===== src/core/spflag_consts.svh =====
// Constants of the serial flag readout: command fields, unit addresses, timing.
// Included by bare name; holds definitions only.
`ifndef SPFLAG_CONSTS_SVH
`define SPFLAG_CONSTS_SVH

// Command field positions
`define SPF_CMD_KIND_HI     15
`define SPF_CMD_KIND_LO     14
`define SPF_CMD_ADDR_HI     13
`define SPF_CMD_ADDR_LO     9
`define SPF_CMD_MARK_BIT    8
`define SPF_CMD_PAGE_BIT    7
`define SPF_FRAME_BITS      5'h10

// Command kinds
`define SPF_KIND_FAIL       2'h3
`define SPF_KIND_LIVE       2'h0

// Unit addresses
`define SPF_ADDR_SUPPLY     5'h0F
`define SPF_ADDR_BUS        5'h10
`define SPF_ADDR_PIN        5'h11
`define SPF_ADDR_SAFE       5'h12
`define SPF_ADDR_LIN1       5'h13

// Reset values
`define SPF_ANSWER_RST      8'h00
`define SPF_FRAME_RST       16'h0000

// Fault persistence filter: 100 us at a 10 ns clock, rounded up
`define SPF_FILT_TIME_NS    100000
`define SPF_CLK_PERIOD_NS   10
`define SPF_FILT_CYCLES     ((`SPF_FILT_TIME_NS + `SPF_CLK_PERIOD_NS - 1) / `SPF_CLK_PERIOD_NS)

// Pages whose flags wait for the filter: supply page 0 except its thermal bit
`define SPF_FILT_MASK       64'h0000_0000_0000_00DF

`endif


===== src/core/spflag_pkg.sv =====
// Types shared by the serial flag readout modules.
// Assumes the constants header is compiled alongside.
package spflag_pkg;

    // Serial frame state, Gray coded along idle, shift, done
    typedef enum logic [1:0] {
        SPF_IDLE  = 2'b00,
        SPF_SHIFT = 2'b01,
        SPF_DONE  = 2'b11
    } spflag_state_e;

    // Result of decoding one command
    typedef struct packed {
        logic       ok;
        logic       live;
        logic [2:0] idx;
    } spflag_sel_s;

endpackage : spflag_pkg


===== src/core/spflag_readout.sv =====
// Serial status readout: 16-bit frames, latched fault pages and live pages.
// Assumes the host runs SPI mode 0 with SCLK below one eighth of SYS_CLK.
`timescale 1ns/1ns
`default_nettype none
`include "spflag_consts.svh"

// Functional notes
// Command kind 11 selects the latched failure page of the addressed unit.
// Command kind 00 returns live state such as pin levels, not latched flags.
// Bits 13..9 address the unit: supply 0x0F up to safety 0x12.
// Host drives bit 8 high as a read marker, never parity.
// No parity check and no parity error raised for status reads.
// Flags latch on fault, clear on page read only after fault ends.
// Safety pages report interrupt, reset, debug resistor, supply and watchdog flags.
// Live safety page returns option bit, two part bits, five revision bits.
// Supply faults must persist over 100 us before their flag sets; the code filters only supply page 0, except its bit 5.
// Live read 0x2780 returns first LIN state and wake enable.
// Bit 7 picks the page; host sends bits 6..0 as zero.
module spflag_readout #(
    parameter int         FILT_CYCLES = `SPF_FILT_CYCLES,
    parameter logic [1:0] PART_NUM    = 2'h2,
    parameter logic [4:0] REVISION    = 5'h05
) (
    input  wire logic       SYS_CLK,
    input  wire logic       RESETN,
    input  wire logic       SCLK,
    input  wire logic       CSN,
    input  wire logic       MOSI,
    output var  logic       MISO_OUT,
    output var  logic       MISO_OE,
    input  wire logic [7:0] SUPPLY_LO_FAULT,
    input  wire logic [7:0] SUPPLY_HI_FAULT,
    input  wire logic [7:0] BUS_XCVR_FAULT,
    input  wire logic [7:0] BUS_WIRE_FAULT,
    input  wire logic [7:0] PIN_LINK_FAULT,
    input  wire logic [7:0] WAKEUP_EVENT,
    input  wire logic [7:0] IRQ_RESET_FAULT,
    input  wire logic [7:0] RESET_HIST_FAULT,
    input  wire logic [2:0] BUS_LIVE_STATE,
    input  wire logic [3:0] PIN_LIVE_LEVEL,
    input  wire logic       LIN1_LIVE_STATE,
    input  wire logic       LIN1_WAKE_EN,
    input  wire logic       VDD_OPTION
);

    // PART_NUM and REVISION defaults are arbitrary values

    initial
    begin
        if (FILT_CYCLES < 1)
            $error("spflag_readout: filter needs at least one cycle");
    end

    // Decode one received command into a page selection
    function automatic spflag_pkg::spflag_sel_s spf_decode(input logic [15:0] cmd);
        spflag_pkg::spflag_sel_s s;
        logic [4:0]              a;
        s = '0;
        a = cmd[`SPF_CMD_ADDR_HI:`SPF_CMD_ADDR_LO];
        // Bit 8 only marks a read; it is never checked as parity
        if (!cmd[`SPF_CMD_MARK_BIT])
            s = '0;
        else if (cmd[`SPF_CMD_KIND_HI:`SPF_CMD_KIND_LO] == `SPF_KIND_FAIL &&
                 a >= `SPF_ADDR_SUPPLY && a <= `SPF_ADDR_SAFE)
        begin
            s.ok   = 1'b1;
            s.live = 1'b0;
            s.idx  = {2'((a - `SPF_ADDR_SUPPLY)), cmd[`SPF_CMD_PAGE_BIT]};
        end
        else if (cmd[`SPF_CMD_KIND_HI:`SPF_CMD_KIND_LO] == `SPF_KIND_LIVE &&
                 cmd[`SPF_CMD_PAGE_BIT] && a >= `SPF_ADDR_BUS && a <= `SPF_ADDR_LIN1)
        begin
            s.ok   = 1'b1;
            s.live = 1'b1;
            s.idx  = 3'((a - `SPF_ADDR_BUS));
        end
        return s;
    endfunction : spf_decode

    // Pin synchronisers; stage one feeds stage two only
    logic [2:0]  pin_s1;
    logic [2:0]  pin_s2;
    logic [2:0]  pin_s3;
    logic [63:0] flt_s1;
    logic [63:0] flt_s2;
    logic [9:0]  live_s1;
    logic [9:0]  live_s2;

    always_ff @(posedge SYS_CLK or negedge RESETN)
    begin
        if (!RESETN)
        begin
            pin_s1  <= 3'h1;
            pin_s2  <= 3'h1;
            pin_s3  <= 3'h1;
            flt_s1  <= '0;
            flt_s2  <= '0;
            live_s1 <= '0;
            live_s2 <= '0;
        end
        else
        begin
            pin_s1  <= {SCLK, MOSI, CSN};
            pin_s2  <= pin_s1;
            pin_s3  <= pin_s2;
            flt_s1  <= {RESET_HIST_FAULT, IRQ_RESET_FAULT, WAKEUP_EVENT, PIN_LINK_FAULT,
                        BUS_WIRE_FAULT, BUS_XCVR_FAULT, SUPPLY_HI_FAULT, SUPPLY_LO_FAULT};
            flt_s2  <= flt_s1;
            live_s1 <= {VDD_OPTION, LIN1_WAKE_EN, LIN1_LIVE_STATE, PIN_LIVE_LEVEL,
                        BUS_LIVE_STATE};
            live_s2 <= live_s1;
        end
    end

    logic sclk_rise;
    logic sclk_fall;
    logic cs_fall;
    logic cs_rise;
    logic mosi_bit;
    logic cs_low;

    // Edges from stage two against stage three
    assign sclk_rise = pin_s2[2] & ~pin_s3[2];
    assign sclk_fall = ~pin_s2[2] & pin_s3[2];
    assign cs_fall   = ~pin_s2[0] & pin_s3[0];
    assign cs_rise   = pin_s2[0] & ~pin_s3[0];
    assign mosi_bit  = pin_s2[1];
    assign cs_low    = ~pin_s2[0];

    // Fault flag bank, page p in bits 8p+7..8p
    logic [63:0] flags;
    logic [63:0] clr_r;
    logic [63:0] clr_nxt;

    spflag_latch #(
        .WIDTH       (64),
        .FILT_CYCLES (FILT_CYCLES),
        .FILT_MASK   (`SPF_FILT_MASK)
    ) u_latch (
        .clk   (SYS_CLK),
        .rst_n (RESETN),
        .cond  (flt_s2),
        .clr   (clr_r),
        .flags (flags)
    );

    // Summary byte: one bit per flag page, sent ahead of each answer
    logic [7:0] summary;
    always_comb
    begin
        for (int p = 0; p < 8; p++)
            summary[p] = |flags[p*8 +: 8];
    end

    spflag_pkg::spflag_state_e state_r;
    spflag_pkg::spflag_state_e state_nxt;
    logic [15:0]               rx_r;
    logic [15:0]               rx_nxt;
    logic [15:0]               tx_r;
    logic [15:0]               tx_nxt;
    logic [4:0]                cnt_r;
    logic [4:0]                cnt_nxt;
    logic [7:0]                ans_r;
    logic [7:0]                ans_nxt;
    logic                      miso_r;
    logic                      miso_nxt;
    logic                      oe_r;
    spflag_pkg::spflag_sel_s   sel;
    logic [7:0]                live_byte;

    assign sel = spf_decode(rx_r);

    // Live page contents, picked by unit
    always_comb
    begin
        live_byte = 8'h00;
        if (sel.idx == 3'h0)
            live_byte = {live_s2[2:0], 5'h00};
        else if (sel.idx == 3'h1)
            live_byte = {1'b0, live_s2[6], 1'b0, live_s2[5], 1'b0, live_s2[4],
                         1'b0, live_s2[3]};
        else if (sel.idx == 3'h2)
            live_byte = {live_s2[9], PART_NUM, REVISION};
        else if (sel.idx == 3'h3)
            live_byte = {live_s2[7], live_s2[8], 6'h00};
    end

    // Frame engine; the answer to a command goes out in the next frame
    always_comb
    begin
        state_nxt = state_r;
        rx_nxt    = rx_r;
        tx_nxt    = tx_r;
        cnt_nxt   = cnt_r;
        ans_nxt   = ans_r;
        miso_nxt  = miso_r;
        clr_nxt   = '0;
        case (state_r)
            spflag_pkg::SPF_IDLE:
            begin
                if (cs_fall)
                begin
                    tx_nxt    = {summary, ans_r};
                    miso_nxt  = summary[7];
                    cnt_nxt   = 5'h00;
                    state_nxt = spflag_pkg::SPF_SHIFT;
                end
            end
            spflag_pkg::SPF_SHIFT:
            begin
                if (cs_rise)
                    // Short or long frames are dropped whole
                    state_nxt = (cnt_r == `SPF_FRAME_BITS) ? spflag_pkg::SPF_DONE
                                                           : spflag_pkg::SPF_IDLE;
                else if (sclk_rise)
                begin
                    rx_nxt = {rx_r[14:0], mosi_bit};
                    if (cnt_r != 5'h1F)
                        cnt_nxt = cnt_r + 5'h01;
                end
                else if (sclk_fall)
                begin
                    tx_nxt   = {tx_r[14:0], 1'b0};
                    miso_nxt = tx_r[14];
                end
            end
            spflag_pkg::SPF_DONE:
            begin
                // Snapshot now, clear through clr_r one cycle later; a new set wins the clear
                if (!sel.ok)
                    ans_nxt = `SPF_ANSWER_RST;
                else if (sel.live)
                    ans_nxt = live_byte;
                else
                begin
                    ans_nxt = flags[sel.idx*8 +: 8];
                    clr_nxt[sel.idx*8 +: 8] = 8'hFF;
                end
                state_nxt = spflag_pkg::SPF_IDLE;
            end
            default:
                state_nxt = spflag_pkg::SPF_IDLE;
        endcase
    end

    // Frame registers
    always_ff @(posedge SYS_CLK or negedge RESETN)
    begin
        if (!RESETN)
        begin
            state_r <= spflag_pkg::SPF_IDLE;
            rx_r    <= `SPF_FRAME_RST;
            tx_r    <= `SPF_FRAME_RST;
            cnt_r   <= 5'h00;
            ans_r   <= `SPF_ANSWER_RST;
            miso_r  <= 1'b0;
            oe_r    <= 1'b0;
            clr_r   <= '0;
        end
        else
        begin
            state_r <= state_nxt;
            rx_r    <= rx_nxt;
            tx_r    <= tx_nxt;
            cnt_r   <= cnt_nxt;
            ans_r   <= ans_nxt;
            miso_r  <= miso_nxt;
            oe_r    <= cs_low;
            clr_r   <= clr_nxt;
        end
    end

    assign MISO_OUT = miso_r;
    assign MISO_OE  = oe_r;
endmodule : spflag_readout

`default_nettype wire


===== src/core/spflag_latch.sv =====
// Bank of latched fault flags with optional persistence filter per bit.
// Assumes fault conditions are already synchronous to the clock.
`timescale 1ns/1ns
`default_nettype none
`include "spflag_consts.svh"

module spflag_latch #(
    parameter int          WIDTH       = 64,
    parameter int          FILT_CYCLES = `SPF_FILT_CYCLES,
    parameter logic [63:0] FILT_MASK   = `SPF_FILT_MASK
) (
    input  wire logic             clk,
    input  wire logic             rst_n,
    input  wire logic [WIDTH-1:0] cond,
    input  wire logic [WIDTH-1:0] clr,
    output var  logic [WIDTH-1:0] flags
);

    localparam int CW = $clog2(FILT_CYCLES + 2);
    localparam logic [CW-1:0] FILT_MAX = CW'(FILT_CYCLES);

    initial
    begin
        if (WIDTH < 1 || WIDTH > 64 || FILT_CYCLES < 1)
            $error("spflag_latch: unsupported parameters");
    end

    logic [CW-1:0]    cnt_r   [WIDTH];
    logic [CW-1:0]    cnt_nxt [WIDTH];
    logic [WIDTH-1:0] flag_r;
    logic [WIDTH-1:0] flag_nxt;
    logic [WIDTH-1:0] hit;

    // Count persistence; set beats a clear in the same cycle
    always_comb
    begin
        for (int i = 0; i < WIDTH; i++)
        begin
            if (!cond[i])
                cnt_nxt[i] = '0;
            else if (cnt_r[i] <= FILT_MAX)
                cnt_nxt[i] = cnt_r[i] + CW'(1);
            else
                cnt_nxt[i] = cnt_r[i];
            // Filtered bits need more than the filter time of steady fault
            hit[i] = FILT_MASK[i] ? (cond[i] && cnt_r[i] >= FILT_MAX) : cond[i];
            // Clear only once the fault has gone away
            flag_nxt[i] = hit[i] | (flag_r[i] & ~(clr[i] & ~cond[i]));
        end
    end

    // Flag and counter registers
    always_ff @(posedge clk or negedge rst_n)
    begin
        if (!rst_n)
        begin
            flag_r <= '0;
            for (int i = 0; i < WIDTH; i++)
                cnt_r[i] <= '0;
        end
        else
        begin
            flag_r <= flag_nxt;
            for (int i = 0; i < WIDTH; i++)
                cnt_r[i] <= cnt_nxt[i];
        end
    end

    assign flags = flag_r;
endmodule : spflag_latch

`default_nettype wire


===== config.mk =====
export PLATFORM = sky130hd
export DESIGN_NAME = spflag_readout
export DESIGN_NICKNAME = d
export VERILOG_FILES = /design/src/core/spflag_pkg.sv /design/src/core/spflag_readout.sv /design/src/core/spflag_latch.sv
export VERILOG_INCLUDE_DIRS = /design/src /design/src/core
export SDC_FILE = /design/constraint.sdc
export NUM_CORES = 1
export LEC_CHECK = 0
export BUFFER_PORTS_ARGS = -buffer_cell sky130_fd_sc_hd__buf_2
export CAP_MARGIN = 10
export CORE_ASPECT_RATIO = 0.5
export CORE_MARGIN = 2
export CORE_UTILIZATION = 60
export DETAILED_ROUTE_END_ITERATION = 10
export GPL_ROUTABILITY_DRIVEN = 0
export GPL_TIMING_DRIVEN = 0
export PLACE_DENSITY_LB_ADDON = 0.1
export SLEW_MARGIN = 30
export SYNTH_ARGS = -nofsm -noshare
export SYNTH_HDL_FRONTEND = slang
export SYNTH_SLANG_ARGS = --single-unit
export TNS_END_PERCENT = 100

===== constraint.sdc =====
create_clock -name SYS_CLK -period 3.06 [get_ports SYS_CLK]
set_input_delay 0.765 -clock SYS_CLK [delete_from_list [all_inputs] [get_ports SYS_CLK]]
set_output_delay 0.765 -clock SYS_CLK [all_outputs]
set_load 0.01 [all_outputs]

## After elaboration in Yosys (flattened, before gate mapping)

Cells that the tools add are included.

- $add $sub $neg: 11
- Bitwise gates (word level): 330
- $lt $le $gt $ge: 18
- Eq/ne operators: 22
- Shift-type cells: 3
- Reductions and logical operators: 28
- Multiplexer cells: 45

Operators with widths:

| operator | number |
|---|---|
| 2-to-1 mux 14 bit | 14 |
| 2-to-1 mux 64 bit | 3 |
| NOT 1 bit | 133 |
| AND 1 bit | 132 |
| adder 14 x 1 -> 14 bit (second input constant) | 7 |
| greater-or-equal comparator 14 bit (second input constant) | 7 |
| <= comparator 14 bit (second input constant) | 7 |
| AND 64 bit | 1 |
| OR 1 bit | 64 |
| OR reduction 8 bit | 8 |
| variable shift 8 x 34 -> 64 bit (first input constant) | 1 |
| indexed part select 64 x 7 -> 8 bit | 1 |
| indexed part select 8 x 34 -> 64 bit (first input constant) | 1 |
| 2-to-1 mux 15 bit | 4 |
| 2-to-1 mux 8 bit | 6 |
| 2-to-1 mux 5 bit | 7 |
| negation 6 -> 34 bit | 1 |
| case mux 15 bit (2 select lines) | 1 |
| != test 2 x 1 -> 1 bit (second input constant) | 7 |
| != test 2 bit (second input constant) | 7 |
| logical AND 1 bit | 12 |
| <= comparator 5 bit (second input constant) | 2 |
| case mux 5 bit (2 select lines) | 1 |
| AND reduction 5 bit | 2 |
| 20 further kinds | 28 |

- Output and inout port bits: 2
- Input bits: 79
- Register bits after elaboration: 431

## Longest topological paths before layout

Gate-level depths: netlist of the first run.

- Word-level depth: 14
- Mapped depth: 15

## Cells and area by module

A second synthesis of the first run with hierarchy kept.

- Cell total of the unflattened synthesis: 1264
- Area, all modules: 15279.7 sq um

By module, submodules not included:

| module | area an instance (sq um) | cells an instance | instances |
|---|---|---|---|
| spflag_latch | 7945.1 | 769 | 1 |
| spflag_readout | 7334.5 | 495 | 1 |

## Least setup slack after synthesis of the first run

OpenSTA, ideal clock, no wires.

- Path type: reg-to-reg
- Start: register rx_r[9]
- End: register ans_r[2]
- Period minus slack after synthesis: 2720 ps
- Data required time: 2934 ps
- Cell stages (with the launch flop): 15
- Arrival: 2594 ps
- Slack: 340 ps
- Cell sequence: dfrtp_1 -> inv_1 -> ha_1 -> nand2b_1 -> o2bb2ai_1 -> a32o_1 -> buf_2 -> inv_2 -> buf_2 -> ha_1 -> ha_1 -> buf_2 -> or3_1 -> o21ai_0 -> a221o_1

- Longest elaborated chain between the ends: 12

Ends and longest elaborated chain:

| element | line | source |
|---|---|---|
| from (decl) | spflag_readout.sv:157 | `logic [15:0] rx_r;` |
| from (signal assigned) | spflag_readout.sv:252 | `` rx_r <= `SPF_FRAME_RST; `` |
| from (signal assigned) | spflag_readout.sv:263 | `rx_r <= rx_nxt;` |
| greater-or-equal comparator 5 bit (no source line) | -- |  |
| logical AND 1 bit (no source line) (2 in a row) | -- |  |
| 2-to-1 mux 5 bit | spflag_readout.sv:70 | `` else if (cmd[`SPF_CMD_KIND_HI:`SPF_CMD_KIND_LO] == `SPF_KIND_LIVE && `` |
| 2-to-1 mux 5 bit (*) | spflag_readout.sv:63 | `` else if (cmd[`SPF_CMD_KIND_HI:`SPF_CMD_KIND_LO] == `SPF_KIND_FAIL && `` |
| 2-to-1 mux 5 bit (*) | spflag_readout.sv:61 | `` if (!cmd[`SPF_CMD_MARK_BIT]) `` |
| branches (longest 5 deep; another with indexed part select 64 x 7 -> 8 bit) | -- |  |
| 2-to-1 mux 8 bit (*) | spflag_readout.sv:230 | `if (!sel.ok)` |
| to (signal assigned) | spflag_readout.sv:255 | `` ans_r <= `SPF_ANSWER_RST; `` |
| to (signal assigned) | spflag_readout.sv:266 | `ans_r <= ans_nxt;` |
| to (decl) | spflag_readout.sv:163 | `logic [7:0] ans_r;` |

Every way passes the cells marked *.
A chain may end at the register's enable or synchronous reset.

## Final worst setup path of the first run

- Start: register rx_r[9]
- End: register ans_r[0]

The elaborated chain is that of the path after synthesis.

==> impl_metrics.toml, run 1 <==
[synthesis]
netlist_instances = 1217
synth_top_cell_area_share_pct = 62.63
postSynthAreaPerCell_sq_um = 12.18
synthTopCellsByCount = "dfrtp_1 (371), nand2_1 (104), and2_1 (68)"
ys.flop_type = "dfrtp_1"
synth_top_cell_by_area = "dfrtp_1"
synth_fp_nets = 1320
yosysSeqAreaShare_pct = 63.16
synth_most_common_cell = "dfrtp_1"
syn_area_sq_um = 14820
synth-edff-count = 0
yosys_warnings = 0
ys_ff_latch = 374
async_reset_ff_share_pct = 100.0
synth_top_cells_by_area = "dfrtp_1 (63%), a21o_1 (3.0%), and2_1 (2.9%), nand2_1 (2.6%), xnor2_1 (2.4%)"
ys_types = 69

[sta]
maxSlewViolCount = 0
period_share_pct = 97.55
finalSetupViolations = 0
relSlewSlack_pct = 39.21
skew_ps = 17.87
hold_viol = 0
tns_ps = 0
worst_pin_slew_ps = 900.1
fmax_mhz = 335.0
finalCriticalPeriod_ps = 2985

[drt]
wl_met2_mm = 13.19
routed.top_layer = "met4"
remaining_drc_errors = 0
wire_per_inst_microns = 17.40
drt_wl_total_mm = 29.51
drtAntennaViolNets = 0
first_iter_violations = 753
drt-met1-wl_mm = 13.48
avgViaCountPerCell = 5.710
dr_total_vias = 9685
drt_pass1_iterations = 5
dr_wl_met3_mm = 2.132

[worst_setup_path]
worst_setup_path_startpoint = "rx_r[9]$_DFFE_PN0P_"
startpoint_type = "flip-flop"
cp.arrival_ps = 3500
r2r-end = "ans_r[0]$_DFFE_PN0P_"
reg2reg_slack_ps = 70
required_ps = 3570
crit_path_max_incr_delay_ps = 460
crit_top_cell = "ha_2"
path_class = "flip-flop to flip-flop"
path_depth = 10
reg2reg_depth = 10
crit_fanout = 9
r2r-start = "rx_r[9]$_DFFE_PN0P_"
crit_path_end_kind = "flip-flop"
crit_chain = "ha_2, inv_1, a2bb2oi_2, o31ai_4, clkinvlp_4, ha_4, ha_2, or3_4, o21ai_1, a221o_1"
cp_top_family = "compound AO/OA/AOI/OAI gates"
path_buf_inv = 2
critPathSlowestCell = "o31ai_4"
endpoint = "ans_r[0]$_DFFE_PN0P_"

[floorplanning]
initial_utilization_pct = 61.45
core-area_sq_um = 24120
dieArea_sq_um = 26060
fp.dieH_microns = 115.1
die_w_microns = 226.3
io_pins = 81
rows = 40

[clocking]
cts_tree = "done"
cts_sinks = 374
clock_latency_ps = 590
cts.clk_slew.worst_paths_ps = 70
htreeDepth = 1
root_buffer = "clkbuf_16"
cts-buffers-inserted = 31
clockBufferDepth = 3

[final_layout]
final_nets = 1439
fin_area_sq_um = 16950
area_growth_pct = 14.31
drive_gt1_share_pct = 14.57

[power]
pwr_density_cell_nw_per_um2 = 582.9
peakVddDrop_uv = 404.5
leakage_nw = 7.505

[global_routing]
antenna_found_initial = 1
grt_pass1_vias = 9672
globalRouteOverflowTotal = 0
grt_start_max_net_pins = 96
grtUsageTotal_pct = 23.60
grt_pass1_wl_mm = 48.70

[run_status]
status = "finished clean"

[flow_run]
drv_cap = 0

[placed_design]
port_buffers = 80
dp_hpwl_mm = 20.10
placed_area_sq_um = 15770

[worst_hold_path]
hold_class = "input port to async pin"
==> stage by stage <==
stage | instances | utilization (%) | power [mW] | setup slack [ps] | hold slack [ps]
6_report | 1696 | 70.25 | 9.877 | 74.88 | 76.88
5_1_grt | 1695 | 70.24 | 10.27 | -3.169 | 85.62
4_1_cts | 1691 | 69.88 | 9.978 | 7.992 | 76.47
3_5_place_dp | 1637 | 65.35 | 5.826 | -198.4 | 334.7
3_3_place_gp | 1633 | 64.85 | 5.781 | -5593 | 331.5
2_1_floorplan | 1217 | - | 5.555 | 340.0 | 331.2
==> worst min path at each step <==
stage / to / cells after the start
after global placement: pin_s2[1]$_DFF_PN0_ / 0
after CTS: u_latch.cnt_r[837]$_DFFE_PN0P_ / 1
after floorplan: flt_s2[0]$_DFF_PN0_ / 0
final: u_latch.cnt_r[837]$_DFFE_PN0P_ / 1
after detailed placement: flt_s2[17]$_DFF_PN0_ / 0
after global routing: u_latch.cnt_r[832]$_DFFE_PN0P_ / 1
==> placed cells by master, fill, tap and decap left out, drive strengths merged, types with 6 or more instances in the layout <==
cell | synthesis | final
a21oi | 43 | 43
xor2 | 35 | 35
or3 | 8 | 8
o21ai | 41 | 41
nand2 | 104 | 104
nand2b | 10 | 10
mux2i | 23 | 23
nand4 | 16 | 16
dfrtp | 371 | 371
nor4 | 25 | 25
buf | 12 | 98
a32o | 6 | 6
and2 | 68 | 68
xnor2 | 40 | 40
inv | 51 | 52
a21boi | 13 | 13
ha | 24 | 24
a211oi | 10 | 10
a31oi | 10 | 10
a2111oi | 11 | 11
mux2 | 15 | 15
nand3 | 43 | 43
clkbuf | 24 | 70
nor2 | 34 | 34
a21o | 59 | 59
nor2b | 22 | 22
and3 | 25 | 25
==> power breakdown <==
part / internal [mW] / total (mW) / switching, mW / leakage (nW)
clock: 2.37 / 4.15 / 1.78 / 0.538
combinational: 0.185 / 0.462 / 0.277 / 2.46
sequential: 5.15 / 5.27 / 0.114 / 4.51
total: 7.71 / 9.88 / 2.17 / 7.50
==> flip-flops by register name, summed over array words and instances (netlist names), 8 cells and up <==
signal,count
u_latch.cnt_r,98
flt_s1,64
flt_s2,64
u_latch.flags,64
rx_r,16
tx_r,15
live_s1,10
live_s2,10
ans_r,8
clr_r,8
==> layout make-up <==
class | instances | area, sq um
clock buffers | 46 | 932.1
repair buffers | 90 | 565.5
well taps | 336 | 420.4
plain buffers | 32 | 150.1
multi-input cells | 756 | 5166
inverters | 51 | 197.7
flip-flops and latches | 374 | 9365
fillers | 1698 | 7177
diodes | 1 | 2.502
clock inverters | 10 | 146.4
==> timing repair <==
action                                  CTS  global route
pin swaps                                 0             2
hold buffers                              0             0
endpoints found under the setup margin    5             5
buffers inserted                          0             6
gates cloned                              0             0
gates resized for setup                   6            17
==> cell families (layout without fill, tap and decap cells) <==
| logic type | count (synthesis) | count (layout) | synth area share [%] |
|---|---|---|---|
| flip-flops | 374 | 374 | 63.16 |
| multiplexers | 39 | 39 | 2.844 |
| buffers and inverters | 87 | 229 | 2.363 |
| adder cells (fa/ha/maj) | 25 | 25 | 2.093 |
| AND/OR/NAND/NOR | 387 | 387 | 14.00 |
| other | 0 | 1 | 0 |
| AO/OA/AOI/OAI | 230 | 230 | 11.11 |
| XOR/XNOR | 75 | 75 | 4.431 |
==> layer usage <==
layer / up-vias / track usage, %
li1: 4494 / -
met2: 314 / 36.26
met1: 4804 / 34.91
met5: - / 0
met4: 0 / 5.439
met3: 73 / 5.367
==> worst register-to-register path, cell delays in order (launching register included) <==
cell and delay, ps:
dfrtp_2 450, ha_2 240, inv_1 50, a2bb2oi_2 170, o31ai_4 460, clkinvlp_4 350, ha_4 230, ha_2 240
or3_4 420, o21ai_1 160, a221o_1 150
No activity file was read; power rests on OpenSTA's default activity.
==> run 2, diff against run 1 <==
ABC_AREA = 1   (was default)
==> run 2 against run 1 <==
Critical path depth rose by 6. Synthesized cell count rose by 30%. Core utilization is 0.87 points lower. Critical endpoint is now clr_r[55]$_DFF_PN0_. Largest cell class unchanged. Largest power group unchanged. Highest routed layer is now met5.
==> impl_metrics.toml, run 2 <==
[placed_design]
dp_hpwl_mm = 22.94
port_buffers = 80
placed_area_sq_um = 16350

[clocking]
cts.clk_slew.worst_paths_ps = 70
root_buffer = "clkbuf_16"
cts-buffers-inserted = 30
cts_sinks = 374
post_cts_resized = 0
clock_latency_ps = 570
cts_hold_buf = 0
clockBufferDepth = 3
htreeDepth = 1
cts_tree = "done"
postCtsSetupBuffers = 0

[sta]
skew_ps = 12.50
worst_pin_slew_ps = 616.0
fmax_mhz = 357.9
hold_viol = 0
finalCriticalPeriod_ps = 2794
maxSlewViolCount = 0
period_share_pct = 91.32
relSlewSlack_pct = 58.93
rsz0062_at_grt = "no"
finalSetupViolations = 0

[flow_run]
drv_cap = 0

[final_layout]
layout_common_cells = "dfrtp_1 (371), nand2_1 (270), inv_1 (189), nand3_1 (147), nor2_1 (116)"
final_nets = 1799
finish.utilization_pct = 69.38
mostFrequentLayoutCell = "dfrtp_1"
fin_area_sq_um = 17480
drive_gt1_share_pct = 11.58
fill_cells = 1875
top_register = "u_latch.cnt_r"
largest_register_ffs = 98
multiInputGateArea_sq_um = 5115
area_growth_pct = 13.46
diodes = 0
register_area_sq_um = 9363

[synthesis]
synth_top_cells_by_area = "dfrtp_1 (60%), nand2_1 (6.6%), nand3_1 (4.8%), inv_1 (4.6%), o21ai_0 (2.9%)"
syn_area_sq_um = 15400
yosys_warnings = 0
ys_ff_latch = 374
synth_fp_nets = 1683
yosysSeqAreaShare_pct = 60.79
synth_top_cell_by_area = "dfrtp_1"
postSynthAreaPerCell_sq_um = 9.748
async_reset_ff_share_pct = 100.0
netlist_instances = 1580
ys_types = 44
synth_most_common_cell = "dfrtp_1"
synthTopCellsByCount = "dfrtp_1 (371), nand2_1 (270), inv_1 (189)"
synth_top_cell_area_share_pct = 60.28
ys.flop_type = "dfrtp_1"
synth-edff-count = 0

[global_routing]
grt_start_max_net_pins = 95
grt_pass1_wl_mm = 55.32
grtUsageTotal_pct = 25.36
antenna_found_initial = 1
globalRouteOverflowTotal = 0
grt_pass1_vias = 11270

[floorplanning]
io_pins = 81
initial_utilization_pct = 61.15
core-area_sq_um = 25190
fp.dieH_microns = 117.3
rows = 41
die_w_microns = 230.6
dieArea_sq_um = 27050

[power]
finalPower_mw = 10.76
clkPwrFrac_pct = 40.3
switching_share_pct = 24.24
seqPwrFrac_pct = 51.1
pwr_density_cell_nw_per_um2 = 615.9
peakVddDrop_uv = 431.6
power.share.combinational_pct = 8.6
leakage_nw = 8.434
internal-power_mw = 8.154
p_sw_mw = 2.609

[drt]
first_iter_violations = 935
drtAntennaViolNets = 0
remaining_drc_errors = 0
drt_wl_total_mm = 32.73
avgViaCountPerCell = 5.558
drt_pass1_iterations = 8
wire_per_inst_microns = 15.86
dr_total_vias = 11470

[worst_setup_path]
cp.arrival_ps = 3250
path_class = "flip-flop to flip-flop"
crit_fanout = 11
crit_path_end_kind = "flip-flop"
required_ps = 3510
startpoint_type = "flip-flop"

[worst_hold_path]
hold_class = "input port to async pin"

[run_status]
status = "finished clean"
[run 2: cell types whose count changed in the layout (fill, tap and decap cells not counted), moves of 26 or more]
cell,delta
a21oi_1,+26
nand3_1,+104
inv_1,+142
nand2_1,+166
o21ai_0,+52
o21bai_1,+56
nor3_1,+57
xnor2_1,-39
a21o_1,-58
nor2_1,+83
and2_1,-68
[run 2: layer usage]
layer  routed length [microns]  global-route usage [%]
met3                      1788                   4.675
met1                     14570                   34.45
met2                     15830                   43.67
met5                        13                       0
met4                       530                   5.247
[run 2: area by class of cell]
| cell class | count | share of cell area, % |
|---|---|---|
| plain buffers | 34 | 1.081 |
| clock inverters | 16 | 1.582 |
| repair buffers | 84 | 2.978 |
| flip-flops and latches | 374 | 53.58 |
| multi-input cells | 976 | 29.27 |
| clock buffers | 39 | 4.840 |
| inverters | 196 | 4.210 |
| well taps | 344 | 2.463 |
[run 2: path summary, 6_finish.rpt]
path,slack (ps),cells past startpoint,end,start
max reg2reg,270,16,clr_r[55]$_DFF_PN0_,rx_r[9]$_DFFE_PN0P_
max,270,16,clr_r[55]$_DFF_PN0_,rx_r[9]$_DFFE_PN0P_
min reg2reg,350,0,flt_s2[2]$_DFF_PN0_,flt_s1[2]$_DFF_PN0_
min in group SYS_CLK,290,1,pin_s1[0]$_DFF_PN1_,CSN
min,160,1,u_latch.cnt_r[884]$_DFFE_PN0P_,RESETN
max in group asynchronous,1710,3,u_latch.flags[2]$_DFF_PN0_,RESETN
[run 2: logic make-up after synthesis]
logic type	synth area share, %
compound gates	9.675
mux	0.6580
simple gates	19.96
buf+inv	6.003
fa+ha+maj	1.950
xor+xnor	0.9667
flops	60.79
[run 2: stage by stage]
step / hold slack (ps) / setup TNS [ps] / instances / worst slack, ps
detailed placement: 334.7 / 0 / 2008 / 371.6
global placement: 331.7 / -2040480 / 2004 / -5524
floorplan: 331.2 / 0 / 1580 / 827.2
CTS: 185.4 / 0 / 2063 / 337.9
global route: 208.5 / 0 / 2063 / 79.81
finish: 157.7 / 0 / 2063 / 265.6
[run 2: power by group through the flow]
stage / logic, mW / registers, mW / clock network, mW
after CTS: 0.933 / 5.49 / 4.41
after global routing: 1.05 / 5.54 / 4.64
after floorplan: 0.584 / 5.52 / 0
after detailed placement: 0.924 / 5.58 / 0
final: 0.928 / 5.50 / 4.34
after global placement: 0.860 / 5.57 / 0
[run 2: critical path: stages, from the launching register on]
cell	delay, ps
dfrtp_1	450
inv_1	130
ha_1	150
inv_1	40
nand2_1	50
nand2_1	70
nand2_2	140
nand3_2	100
nand2_1	90
nand3_2	190
buf_6	220
ha_1	190
ha_1	180
buf_2	160
inv_1	120
nand4_1	120
nor3_1	270
